## src/fts_consts.vh

```
// register offsets, field positions, reset values and codes for the trigger select and mask bank
`ifndef FTS_CONSTS_VH
`define FTS_CONSTS_VH

// ----------------------------------------
// register offsets
// ----------------------------------------
`define FTS_OFS_MOD_ACT      8'h45
`define FTS_OFS_MASK_LOW     8'h46
`define FTS_OFS_MASK_MID     8'h47
`define FTS_OFS_MASK_HIGH    8'h48

// ----------------------------------------
// reset values
// ----------------------------------------
`define FTS_RST_MOD_ACT      8'h00
`define FTS_RST_MASK_LOW     8'h00
`define FTS_RST_MASK_MID     8'h00
`define FTS_RST_MASK_HIGH    8'h00

// ----------------------------------------
// field positions
// ----------------------------------------
`define FTS_MOD_ACT_LSB      0
`define FTS_MOD_ACT_MSB      1
`define FTS_PINS_PER_REG     4
`define FTS_NUM_PINS         10
`define FTS_UNMAPPED_RDATA   8'h00
`define FTS_MASK_SEL         1'h0
`define FTS_LEVEL_SEL        1'h1

// ----------------------------------------
// moderate fault action codes
// ----------------------------------------
`define FTS_ACT_IMMEDIATE    2'h0
`define FTS_ACT_ORDERLY      2'h1
`define FTS_ACT_MCU_PWR_ERR  2'h2
`define FTS_ACT_SOC_PWR_ERR  2'h3

`endif

```

## src/fts_pin_gate.v

```verilog
// per-pin trigger gate: passes pin level or forces the masked level
`timescale 1ns/1ps
`default_nettype none
module fts_pin_gate (
  // pin and settings
  input  wire pin_level,
  input  wire seq_block,
  input  wire seq_block_level,
  // to sequencer
  output wire trig_level
);
  // ----------------------------------------
  // gate
  // ----------------------------------------
  assign trig_level = seq_block ? seq_block_level : pin_level;
endmodule
`default_nettype wire

```

## src/fts_sync2.v

```verilog
// two flip-flop synchroniser for the pin inputs
`timescale 1ns/1ps
`default_nettype none
module fts_sync2 #(
  parameter W = 10
) (
  // clock and reset
  input  wire         clk,
  input  wire         rstn,
  // data
  input  wire [W-1:0] async_in,
  output wire [W-1:0] sync_out
);
  reg [W-1:0] meta_q;
  reg [W-1:0] sync_q;

  // ----------------------------------------
  // two stages; only the second stage is read
  // ----------------------------------------
  always @(posedge clk) begin
    if (!rstn) begin
      meta_q <= {W{1'b0}};
      sync_q <= {W{1'b0}};
    end else begin
      meta_q <= async_in;
      sync_q <= meta_q;
    end
  end

  assign sync_out = sync_q;
endmodule
`default_nettype wire

```

## src/fts_trigger_bank.v

```verilog
// trigger select and pin trigger mask register bank
//
// Summary of operation
// - moderate fault action field, four action codes
// - action register 0x45, reset zero, upper bits kept
// - field defaults load from non-volatile memory
// - set mask bit blocks the pin level
// - masked with level clear gives zero
// - masked with level set gives one
// - 0x46 holds pins 1-4, mask then level
// - 0x47 holds pins 5-8, same pairing
// - 0x48 holds remaining pins, reset zero
`timescale 1ns/1ps
`default_nettype none
`include "fts_consts.vh"
module fts_trigger_bank (
  // clock and reset
  input  wire        clk,
  input  wire        rstn,
  // configuration port
  input  wire        cfg_wr,
  input  wire        cfg_rd,
  input  wire [7:0]  cfg_addr,
  input  wire [7:0]  cfg_wdata,
  output wire [7:0]  cfg_rdata,
  output wire        cfg_hit,
  // non-volatile default load
  input  wire        nvm_load,
  input  wire [7:0]  nvm_mod_act,
  input  wire [7:0]  nvm_mask_low,
  input  wire [7:0]  nvm_mask_mid,
  input  wire [7:0]  nvm_mask_high,
  // pins and sequencer side
  input  wire [9:0]  pin_in,
  output wire [9:0]  seq_trig,
  output wire [1:0]  moderate_fault_action,
  output wire        act_immediate,
  output wire        act_orderly,
  output wire        act_mcu_pwr_err,
  output wire        act_soc_pwr_err
);

  // ----------------------------------------
  // registers
  // ----------------------------------------
  reg  [7:0] moderate_error_action_select_q;
  reg  [7:0] moderate_error_action_select_d;
  reg  [7:0] pin_trigger_mask_low_q;
  reg  [7:0] pin_trigger_mask_low_d;
  reg  [7:0] pin_trigger_mask_mid_q;
  reg  [7:0] pin_trigger_mask_mid_d;
  reg  [7:0] pin_trigger_mask_high_q;
  reg  [7:0] pin_trigger_mask_high_d;
  reg  [7:0] rdata_q;
  reg  [7:0] rdata_d;
  wire [9:0] pin_sync;
  wire       wr_mod_act;
  wire       wr_mask_low;
  wire       wr_mask_mid;
  wire       wr_mask_high;

  // ----------------------------------------
  // per-pin mask and forced level fields
  // ----------------------------------------
  wire       pin1_seq_block;
  wire       pin1_seq_block_level;
  wire       pin2_seq_block;
  wire       pin2_seq_block_level;
  wire       pin3_seq_block;
  wire       pin3_seq_block_level;
  wire       pin4_seq_block;
  wire       pin4_seq_block_level;
  wire       pin5_seq_block;
  wire       pin5_seq_block_level;
  wire       pin6_seq_block;
  wire       pin6_seq_block_level;
  wire       pin7_seq_block;
  wire       pin7_seq_block_level;
  wire       pin8_seq_block;
  wire       pin8_seq_block_level;
  wire       pin9_seq_block;
  wire       pin9_seq_block_level;
  wire       pin10_seq_block;
  wire       pin10_seq_block_level;

  // ----------------------------------------
  // address decode
  // ----------------------------------------
  function ofs_hit;
    input [7:0] a;
    input [7:0] ofs;
    begin
      ofs_hit = (a == ofs);
    end
  endfunction

  function is_mapped;
    input [7:0] a;
    begin
      is_mapped = ofs_hit(a, `FTS_OFS_MOD_ACT) | ofs_hit(a, `FTS_OFS_MASK_LOW) |
                  ofs_hit(a, `FTS_OFS_MASK_MID) | ofs_hit(a, `FTS_OFS_MASK_HIGH);
    end
  endfunction

  assign cfg_hit = (cfg_wr | cfg_rd) & is_mapped(cfg_addr);

  // ----------------------------------------
  // strobe qualification
  // ----------------------------------------
  // the default load owns the bank for its cycle, so a write beside it
  // is dropped rather than merged into the loaded value
  assign wr_mod_act   = cfg_wr & ~nvm_load & ofs_hit(cfg_addr, `FTS_OFS_MOD_ACT);
  assign wr_mask_low  = cfg_wr & ~nvm_load & ofs_hit(cfg_addr, `FTS_OFS_MASK_LOW);
  assign wr_mask_mid  = cfg_wr & ~nvm_load & ofs_hit(cfg_addr, `FTS_OFS_MASK_MID);
  assign wr_mask_high = cfg_wr & ~nvm_load & ofs_hit(cfg_addr, `FTS_OFS_MASK_HIGH);

  // ----------------------------------------
  // next register values
  // ----------------------------------------
  // the nvm load wins over a software write in the same cycle, so a
  // reload always leaves the bank in a known default state
  always @* begin
    moderate_error_action_select_d = moderate_error_action_select_q;
    if (nvm_load) begin
      moderate_error_action_select_d = nvm_mod_act;
    end else if (wr_mod_act) begin
      moderate_error_action_select_d = cfg_wdata;
    end
  end

  always @* begin
    pin_trigger_mask_low_d = pin_trigger_mask_low_q;
    if (nvm_load) begin
      pin_trigger_mask_low_d = nvm_mask_low;
    end else if (wr_mask_low) begin
      pin_trigger_mask_low_d = cfg_wdata;
    end
  end

  always @* begin
    pin_trigger_mask_mid_d = pin_trigger_mask_mid_q;
    if (nvm_load) begin
      pin_trigger_mask_mid_d = nvm_mask_mid;
    end else if (wr_mask_mid) begin
      pin_trigger_mask_mid_d = cfg_wdata;
    end
  end

  // upper nibble is plain storage: kept and read back, drives nothing
  always @* begin
    pin_trigger_mask_high_d = pin_trigger_mask_high_q;
    if (nvm_load) begin
      pin_trigger_mask_high_d = nvm_mask_high;
    end else if (wr_mask_high) begin
      pin_trigger_mask_high_d = cfg_wdata;
    end
  end

  // ----------------------------------------
  // register state
  // ----------------------------------------
  always @(posedge clk) begin
    if (!rstn) begin
      moderate_error_action_select_q <= `FTS_RST_MOD_ACT;
      pin_trigger_mask_low_q         <= `FTS_RST_MASK_LOW;
      pin_trigger_mask_mid_q         <= `FTS_RST_MASK_MID;
      pin_trigger_mask_high_q        <= `FTS_RST_MASK_HIGH;
    end else begin
      moderate_error_action_select_q <= moderate_error_action_select_d;
      pin_trigger_mask_low_q         <= pin_trigger_mask_low_d;
      pin_trigger_mask_mid_q         <= pin_trigger_mask_mid_d;
      pin_trigger_mask_high_q        <= pin_trigger_mask_high_d;
    end
  end

  // ----------------------------------------
  // read data, registered one cycle after cfg_rd
  // ----------------------------------------
  // the last value is held between reads, so a slow serial front end
  // may pick it up late without issuing a second read
  always @* begin
    rdata_d = rdata_q;
    if (cfg_rd) begin
      case (cfg_addr)
        `FTS_OFS_MOD_ACT:   rdata_d = moderate_error_action_select_q;
        `FTS_OFS_MASK_LOW:  rdata_d = pin_trigger_mask_low_q;
        `FTS_OFS_MASK_MID:  rdata_d = pin_trigger_mask_mid_q;
        `FTS_OFS_MASK_HIGH: rdata_d = pin_trigger_mask_high_q;
        default:            rdata_d = `FTS_UNMAPPED_RDATA;
      endcase
    end
  end

  always @(posedge clk) begin
    if (!rstn) begin
      rdata_q <= `FTS_UNMAPPED_RDATA;
    end else begin
      rdata_q <= rdata_d;
    end
  end

  assign cfg_rdata = rdata_q;

  // ----------------------------------------
  // moderate fault action decode
  // ----------------------------------------
  assign moderate_fault_action =
    moderate_error_action_select_q[`FTS_MOD_ACT_MSB:`FTS_MOD_ACT_LSB];
  assign act_immediate   = (moderate_fault_action == `FTS_ACT_IMMEDIATE);
  assign act_orderly     = (moderate_fault_action == `FTS_ACT_ORDERLY);
  assign act_mcu_pwr_err = (moderate_fault_action == `FTS_ACT_MCU_PWR_ERR);
  assign act_soc_pwr_err = (moderate_fault_action == `FTS_ACT_SOC_PWR_ERR);

  // ----------------------------------------
  // pin path
  // ----------------------------------------
  // pins are asynchronous; masked pins still pass the synchroniser,
  // so a forced level reaches the sequencer without the two-cycle lag
  fts_sync2 #(
    .W (`FTS_NUM_PINS)
  ) u_sync (
    .clk      (clk),
    .rstn     (rstn),
    .async_in (pin_in),
    .sync_out (pin_sync)
  );

  // ----------------------------------------
  // field extraction
  // ----------------------------------------
  // slot k of a mask register: mask at bit 2k, forced level at bit 2k+1
  function field_bit;
    input [7:0] r;
    input [1:0] slot;
    input       sel_level;
    reg   [2:0] pos;
    begin
      pos       = {slot, sel_level};
      field_bit = r[pos];
    end
  endfunction

  assign pin1_seq_block        = field_bit(pin_trigger_mask_low_q, 2'h0, `FTS_MASK_SEL);
  assign pin1_seq_block_level  = field_bit(pin_trigger_mask_low_q, 2'h0, `FTS_LEVEL_SEL);
  assign pin2_seq_block        = field_bit(pin_trigger_mask_low_q, 2'h1, `FTS_MASK_SEL);
  assign pin2_seq_block_level  = field_bit(pin_trigger_mask_low_q, 2'h1, `FTS_LEVEL_SEL);
  assign pin3_seq_block        = field_bit(pin_trigger_mask_low_q, 2'h2, `FTS_MASK_SEL);
  assign pin3_seq_block_level  = field_bit(pin_trigger_mask_low_q, 2'h2, `FTS_LEVEL_SEL);
  assign pin4_seq_block        = field_bit(pin_trigger_mask_low_q, 2'h3, `FTS_MASK_SEL);
  assign pin4_seq_block_level  = field_bit(pin_trigger_mask_low_q, 2'h3, `FTS_LEVEL_SEL);
  assign pin5_seq_block        = field_bit(pin_trigger_mask_mid_q, 2'h0, `FTS_MASK_SEL);
  assign pin5_seq_block_level  = field_bit(pin_trigger_mask_mid_q, 2'h0, `FTS_LEVEL_SEL);
  assign pin6_seq_block        = field_bit(pin_trigger_mask_mid_q, 2'h1, `FTS_MASK_SEL);
  assign pin6_seq_block_level  = field_bit(pin_trigger_mask_mid_q, 2'h1, `FTS_LEVEL_SEL);
  assign pin7_seq_block        = field_bit(pin_trigger_mask_mid_q, 2'h2, `FTS_MASK_SEL);
  assign pin7_seq_block_level  = field_bit(pin_trigger_mask_mid_q, 2'h2, `FTS_LEVEL_SEL);
  assign pin8_seq_block        = field_bit(pin_trigger_mask_mid_q, 2'h3, `FTS_MASK_SEL);
  assign pin8_seq_block_level  = field_bit(pin_trigger_mask_mid_q, 2'h3, `FTS_LEVEL_SEL);
  assign pin9_seq_block        = field_bit(pin_trigger_mask_high_q, 2'h0, `FTS_MASK_SEL);
  assign pin9_seq_block_level  = field_bit(pin_trigger_mask_high_q, 2'h0, `FTS_LEVEL_SEL);
  assign pin10_seq_block       = field_bit(pin_trigger_mask_high_q, 2'h1, `FTS_MASK_SEL);
  assign pin10_seq_block_level = field_bit(pin_trigger_mask_high_q, 2'h1, `FTS_LEVEL_SEL);

  // ----------------------------------------
  // trigger gates, one per pin
  // ----------------------------------------
  fts_pin_gate u_gate_pin1 (
    .pin_level       (pin_sync[0]),
    .seq_block       (pin1_seq_block),
    .seq_block_level (pin1_seq_block_level),
    .trig_level      (seq_trig[0])
  );
  fts_pin_gate u_gate_pin2 (
    .pin_level       (pin_sync[1]),
    .seq_block       (pin2_seq_block),
    .seq_block_level (pin2_seq_block_level),
    .trig_level      (seq_trig[1])
  );
  fts_pin_gate u_gate_pin3 (
    .pin_level       (pin_sync[2]),
    .seq_block       (pin3_seq_block),
    .seq_block_level (pin3_seq_block_level),
    .trig_level      (seq_trig[2])
  );
  fts_pin_gate u_gate_pin4 (
    .pin_level       (pin_sync[3]),
    .seq_block       (pin4_seq_block),
    .seq_block_level (pin4_seq_block_level),
    .trig_level      (seq_trig[3])
  );
  fts_pin_gate u_gate_pin5 (
    .pin_level       (pin_sync[4]),
    .seq_block       (pin5_seq_block),
    .seq_block_level (pin5_seq_block_level),
    .trig_level      (seq_trig[4])
  );
  fts_pin_gate u_gate_pin6 (
    .pin_level       (pin_sync[5]),
    .seq_block       (pin6_seq_block),
    .seq_block_level (pin6_seq_block_level),
    .trig_level      (seq_trig[5])
  );
  fts_pin_gate u_gate_pin7 (
    .pin_level       (pin_sync[6]),
    .seq_block       (pin7_seq_block),
    .seq_block_level (pin7_seq_block_level),
    .trig_level      (seq_trig[6])
  );
  fts_pin_gate u_gate_pin8 (
    .pin_level       (pin_sync[7]),
    .seq_block       (pin8_seq_block),
    .seq_block_level (pin8_seq_block_level),
    .trig_level      (seq_trig[7])
  );
  fts_pin_gate u_gate_pin9 (
    .pin_level       (pin_sync[8]),
    .seq_block       (pin9_seq_block),
    .seq_block_level (pin9_seq_block_level),
    .trig_level      (seq_trig[8])
  );
  fts_pin_gate u_gate_pin10 (
    .pin_level       (pin_sync[9]),
    .seq_block       (pin10_seq_block),
    .seq_block_level (pin10_seq_block_level),
    .trig_level      (seq_trig[9])
  );

endmodule
`default_nettype wire

```

## config.mk

```make
export PLATFORM = sky130hd
export DESIGN_NAME = fts_trigger_bank
export DESIGN_NICKNAME = d
export VERILOG_FILES = /design/src/fts_pin_gate.v /design/src/fts_sync2.v /design/src/fts_trigger_bank.v
export VERILOG_INCLUDE_DIRS = /design/src
export SDC_FILE = /design/constraint.sdc
export NUM_CORES = 1
export LEC_CHECK = 0
export ABC_AREA = 1
export BUFFER_PORTS_ARGS = -buffer_cell sky130_fd_sc_hd__buf_2
export CORE_ASPECT_RATIO = 0.5
export CORE_MARGIN = 3
export CORE_UTILIZATION = 55
export CTS_CLUSTER_DIAMETER = 40
export DETAILED_ROUTE_END_ITERATION = 7
export GPL_TIMING_DRIVEN = 0
export HOLD_SLACK_MARGIN = 0.02
export PLACE_DENSITY = 0.85
export RECOVER_POWER = 50
export REMOVE_ABC_BUFFERS = 1
export SLEW_MARGIN = 10
export SYNTH_ARGS = -nofsm -noshare
export SYNTH_HDL_FRONTEND = slang
export SYNTH_SLANG_ARGS = --single-unit
```

## constraint.sdc

```tcl
create_clock -name clk -period 3.32 [get_ports clk]
set_input_delay 0.664 -clock clk [delete_from_list [all_inputs] [get_ports clk]]
set_output_delay 0.664 -clock clk [all_outputs]
set_load 0.01 [all_outputs]
```

==> results of run 1 <==
==> power breakdown <==
group          internal (mW)  switching [mW]  leakage, nW
clock network          0.262           0.276       0.0779
logic                 0.0731           0.112         1.07
registers              0.758          0.0245        0.495
total                   1.09           0.413         1.65
==> Yosys cell counts <==
| cell | instances |
|---|---|
| inv_1 | 40 |
| dfxtp_1 | 60 |
| mux2_2 | 10 |
| nand3_4 | 3 |
| a21oi_1 | 71 |
| nand2_1 | 69 |
| clkbuf_1 | 10 |
| inv_2 | 3 |
| nor2_4 | 3 |
| buf_2 | 1 |
| buf_6 | 6 |
| nor2_8 | 2 |
| nor2_1 | 14 |
| nand2_2 | 3 |
| o21ai_1 | 14 |
| buf_4 | 14 |
| nand3_1 | 32 |
| nand3_2 | 1 |
| clkinv_1 | 1 |
| nand2_4 | 3 |
| o21ai_0 | 18 |
| a21oi_2 | 2 |
==> registers in the layout, summed over array words and instances, names as in the netlist <==
name / count
u_sync.meta_q: 10
u_sync.sync_out: 10
cfg_rdata: 8
moderate_error_action_select_q: 8
pin_trigger_mask_high_q: 8
pin_trigger_mask_low_q: 8
pin_trigger_mask_mid_q: 8
==> path summary, 6_finish.rpt <==
kind	start	to	depth (start not counted)
max	cfg_addr[7]	cfg_hit	7
min	u_sync.meta_q[4]	u_sync.sync_out[4]	2
max reg2reg	pin_trigger_mask_high_q[2]	cfg_rdata[2]	4
min reg2reg	u_sync.meta_q[4]	u_sync.sync_out[4]	2
==> final cells by class <==
cell class                 count  area (sq um)
clock buffer                  10         127.6
inverter                      44         165.2
multi-input combinational    245          1306
timing repair buffer          87         407.9
sequential                    60          1201
tap                           66         82.58
clock inverter                 5         30.03
fill                         422          1401
==> stage by stage <==
step                hold slack [ps]  std cells  area [sq um]  util (%)
floorplan                     390.0        349          2673         -
global placement              391.9        502          3191     67.57
detailed placement            397.4        502          3191     67.57
CTS                           412.8        517          3348     70.91
global route                  435.8        517          3321     70.32
finish                        411.5        517          3321     70.32
==> cells in the final DEF (no fill, tap or decap), types with 3 or more instances in the layout <==
cell type,n
buf_2,65
nand2_2,3
inv_1,40
nand2_1,69
dfxtp_1,60
clkinv_2,3
clkbuf_1,23
mux2_2,10
nor2_1,14
inv_2,3
nor2_4,3
o21ai_1,14
clkbuf_8,9
nand3_1,32
a21oi_1,71
nand2_4,3
nand3_4,3
o21ai_0,18
==> critical path: stages <==
cell and delay [ps]:
buf_2 90, inv_1 60, nand2_2 60, nor2_4 690, o21ai_0 210, a21oi_1 230
buf_2 160
==> metal layers <==
layer  vias to the layer above  GRT usage (%)  routed length (microns)  part of all wire [%]
li1                       1362              -                        -                     -
met1                      1261          33.40                     3189                    43
met2                       119          37.58                     3183                    43
met3                        19          10.62                      835                    11
met4                         2          7.194                      141                   1.9
met5                         -              0                       11                  0.15
==> cells by family (layout without fill, tap and decap cells) <==
| logic type | Yosys count | in the layout | share of synthesized area, % |
|---|---|---|---|
| multiplexers | 10 | 10 | 3.900 |
| AND/OR/NAND/NOR | 130 | 130 | 22.88 |
| flip-flops | 60 | 60 | 41.59 |
| buffers and inverters | 75 | 146 | 13.17 |
| AO/OA/AOI/OAI | 105 | 105 | 18.46 |
==> run metrics, run 1 <==
share of post-route cells with drive strength above 1=24.17%; Root Buffer=clkbuf_8; via count=2763; RD Place Congestion=0.8972; Longest Clk Path Bufs=2; drt first pass iters=5; # H-tree levels=3; final setup vio count=0; Setup WS pre-CTS=522.8 ps; PostCTS Resize Cnt=0; mapped cell area=0.002888 sq mm; Clock transition at path regs=60 ps; largest net degree at the start of global routing=44; Starting Density=61.16%; nets@finish=510; DRT iter0 DRCs=248; Final Hold Vio Count=0; vias per inst=5.344; Yosys top cell by area=dfxtp_1; Slew Limit Fails=0; Area contributors post-synth=dfxtp_1 (42%), a21oi_1 (12%), nand2_1 (9.0%); Port Buf Inserts=87; RSZ-0062 raised after global routing=no; synth warn=0; Distinct cells, synth=22; Num CTS Buffers=9; Seq cells post-synth=60; post-route ant nets=0; critical path fanouts, max=38; worst-margin pin slew=887.9 ps; setup slack after layout=484.3 ps; Critical Path Source Type=input pin; DR WL/cell=14.24 microns; Fmax=352.6 MHz; crit path kind=input pin to output pin; worst reg2reg setup slack=2300 ps; CTS sink cnt=60; Residual DRC=0; Routed WL=7361 microns; Final Power=1.506 mW; die area=0.006209 sq mm; Post-CTS Setup Bufs=0; CTS tree=built; max-cap viol count=0; Synth top area share=41.59%; pwr/cell area=453.5 mW/mm^2; placeable core area=0.004722 sq mm; Arr. time, crit path=2170 ps; Post-Syn Instances=380; setup TNS=0 ps; latest clock arrival within the worst-skew pair=340 ps; Layout Skew=5.858 ps; chip height=57.24 microns; first-pass GRT wire length=11940 microns; Area Overhead vs Synth=14.99%; Hold/Removal Path Class=flop to flop; hold_buf cts=0; hpwl dp=5185 microns; WP data required=2660 ps; relative slew slack=40.67%; Period minus WS final=2836 ps; vias in the first global route=2513; initial antenna violation count=1; io pins=88; Worst VDD drop=0.3309 mV; Antenna diodes=0; grt ovf=0; crit share post-route=85.41%; CP Capture Type=output pin; Mapped Avg Cell Area=7.599 sq um; Leakage=1.647 nW; status=complete, no violations; Site Rows=17; register area share after synthesis=41.59%; Die W=108.5 microns; total track usage=25.15%
No activity file was read; power rests on OpenSTA's default activity.
==> inputs of run 2 (changes only) <==
--- a/config.mk
+++ b/config.mk
@@ -8,7 +8,7 @@
 export LEC_CHECK = 0
 export ABC_AREA = 1
 export BUFFER_PORTS_ARGS = -buffer_cell sky130_fd_sc_hd__buf_2
-export CORE_ASPECT_RATIO = 0.5
+export CORE_ASPECT_RATIO = 0.6
 export CORE_MARGIN = 3
 export CORE_UTILIZATION = 55
 export CTS_CLUSTER_DIAMETER = 40
==> run metrics, run 2 (same netlist as run 1, synthesis figures left out) <==
Slew Limit Fails=0; commonest non-fill, non-tap cell in the layout=a21oi_1; DR WL/cell=14.82 microns; grt ovf=0; setup TNS=0 ps; initial antenna violation count=0; worst stage delay on the critical path=680 ps; # H-tree levels=3; Final Power=1.542 mW; final setup vio count=0; most frequent CP cell=buf_2; WP data required=2660 ps; crit share post-route=85.03%; post-route ant nets=0; placeable core area=0.004802 sq mm; Layout Skew=4.927 ps; Die W=99.55 microns; Residual DRC=0; critical-path cell list=buf_2 > inv_1 > nand2_2 > nor2_4 > o21ai_0 > a21oi_1 > buf_2; hold endpoint=u_sync.sync_out[2]; first-pass GRT wire length=11950 microns; Root Buffer=clkbuf_8; CTS sink cnt=60; Hold WS=409.9 ps; vias per inst=5.494; DRT iter0 DRCs=317; most frequent cells in the layout=a21oi_1 (71), nand2_1 (69), buf_2 (66); latest clock arrival within the worst-skew pair=340 ps; largest net degree at the start of global routing=44; RSZ-0062 raised after global routing=no; Routed WL=7618 microns; relative slew slack=41.80%; Hold/Removal Path Class=flop to flop; Longest Clk Path Bufs=2; Final Instance Area=0.003329 sq mm; Finished Layout Cells=514; hold depth=2; Clock transition at path regs=60 ps; Worst VDD drop=0.3003 mV; total track usage=24.86%; Cells after DPL=499; RD Place Congestion=0.8970; Num CTS Buffers=9; max-cap viol count=0; via count=2824; crit path kind=input pin to output pin; Slowest-stage cell, CP=nor2_4; R2R Path End=cfg_rdata[1]; Leakage=1.664 nW; chip height=62.13 microns; crit path launch=cfg_addr[7]; status=complete, no violations; worst reg2reg setup slack=2220 ps; drt first pass iters=5; pwr/cell area=463.3 mW/mm^2; placed standard-cell area=0.003187 sq mm; PostCTS Resize Cnt=0; vias in the first global route=2483; share of post-route cells with drive strength above 1=23.95%; CP Capture Type=output pin; Arr. time, crit path=2160 ps; Area Overhead vs Synth=15.29%; Starting Density=60.14%; nets@finish=510; Period minus WS final=2823 ps; Fmax=354.2 MHz; CTS tree=built; FF-to-FF path depth=4; hpwl dp=5523 microns; die area=0.006184 sq mm; Final Hold Vio Count=0; hold_buf cts=0; Site Rows=19; hold_sp=u_sync.meta_q[2]; critical path fanouts, max=38; Post-CTS Setup Bufs=0; worst reg2reg startpoint=moderate_error_action_select_q[1]; Antenna diodes=0; Port Buf Inserts=87; worst-margin pin slew=870.9 ps; Critical Path Source Type=input pin; io pins=88
==> run 2: worst max-delay path by stage <==
stage                          to  slack (ps)  cells after the start
after global routing      cfg_hit         290                      7
after global placement    cfg_hit         570                      7
final                     cfg_hit         500                      7
after detailed placement  cfg_hit         550                      7
after CTS                 cfg_hit         530                      7
after floorplan           cfg_hit         910                      5
==> run 2: worst max-delay path, delay by kind of cell <==
family	cells	cell delay, ps
and+or+nand+nor	2	740
AOI/OAI and AO/OA	2	430
buffers and inverters	3	300
==> run 2: metal layers <==
metal | part of all wire (%) | global-route usage, %
met1 | 44 | 34.84
met2 | 42 | 34.87
met3 | 12 | 7.606
met4 | 1.7 | 10.90
met5 | 0 | 0
==> run 2: layout make-up <==
| cell class | instances | area (sq um) |
|---|---|---|
| Clock inverter | 2 | 10.01 |
| Multi-Input combinational cell | 245 | 1306 |
| Sequential cell | 60 | 1201 |
| Tap cell | 63 | 78.83 |
| Clock buffer | 13 | 158.9 |
| Fill cell | 443 | 1473 |
| Timing Repair Buffer | 87 | 409.1 |
| Inverter | 44 | 165.2 |
==> run 2: stage by stage <==
stage	setup slack, ps	util (%)
6_report	496.9	69.33
2_1_floorplan	911.6	-
4_1_cts	526.1	69.88
3_3_place_gp	568.7	66.36
3_5_place_dp	549.6	66.36
5_1_grt	290.8	69.33
==> run 2: power by group <==
part	internal [mW]	switching, mW
registers	0.758	0.0250
logic	0.0732	0.116
clock network	0.305	0.265
total	1.14	0.406
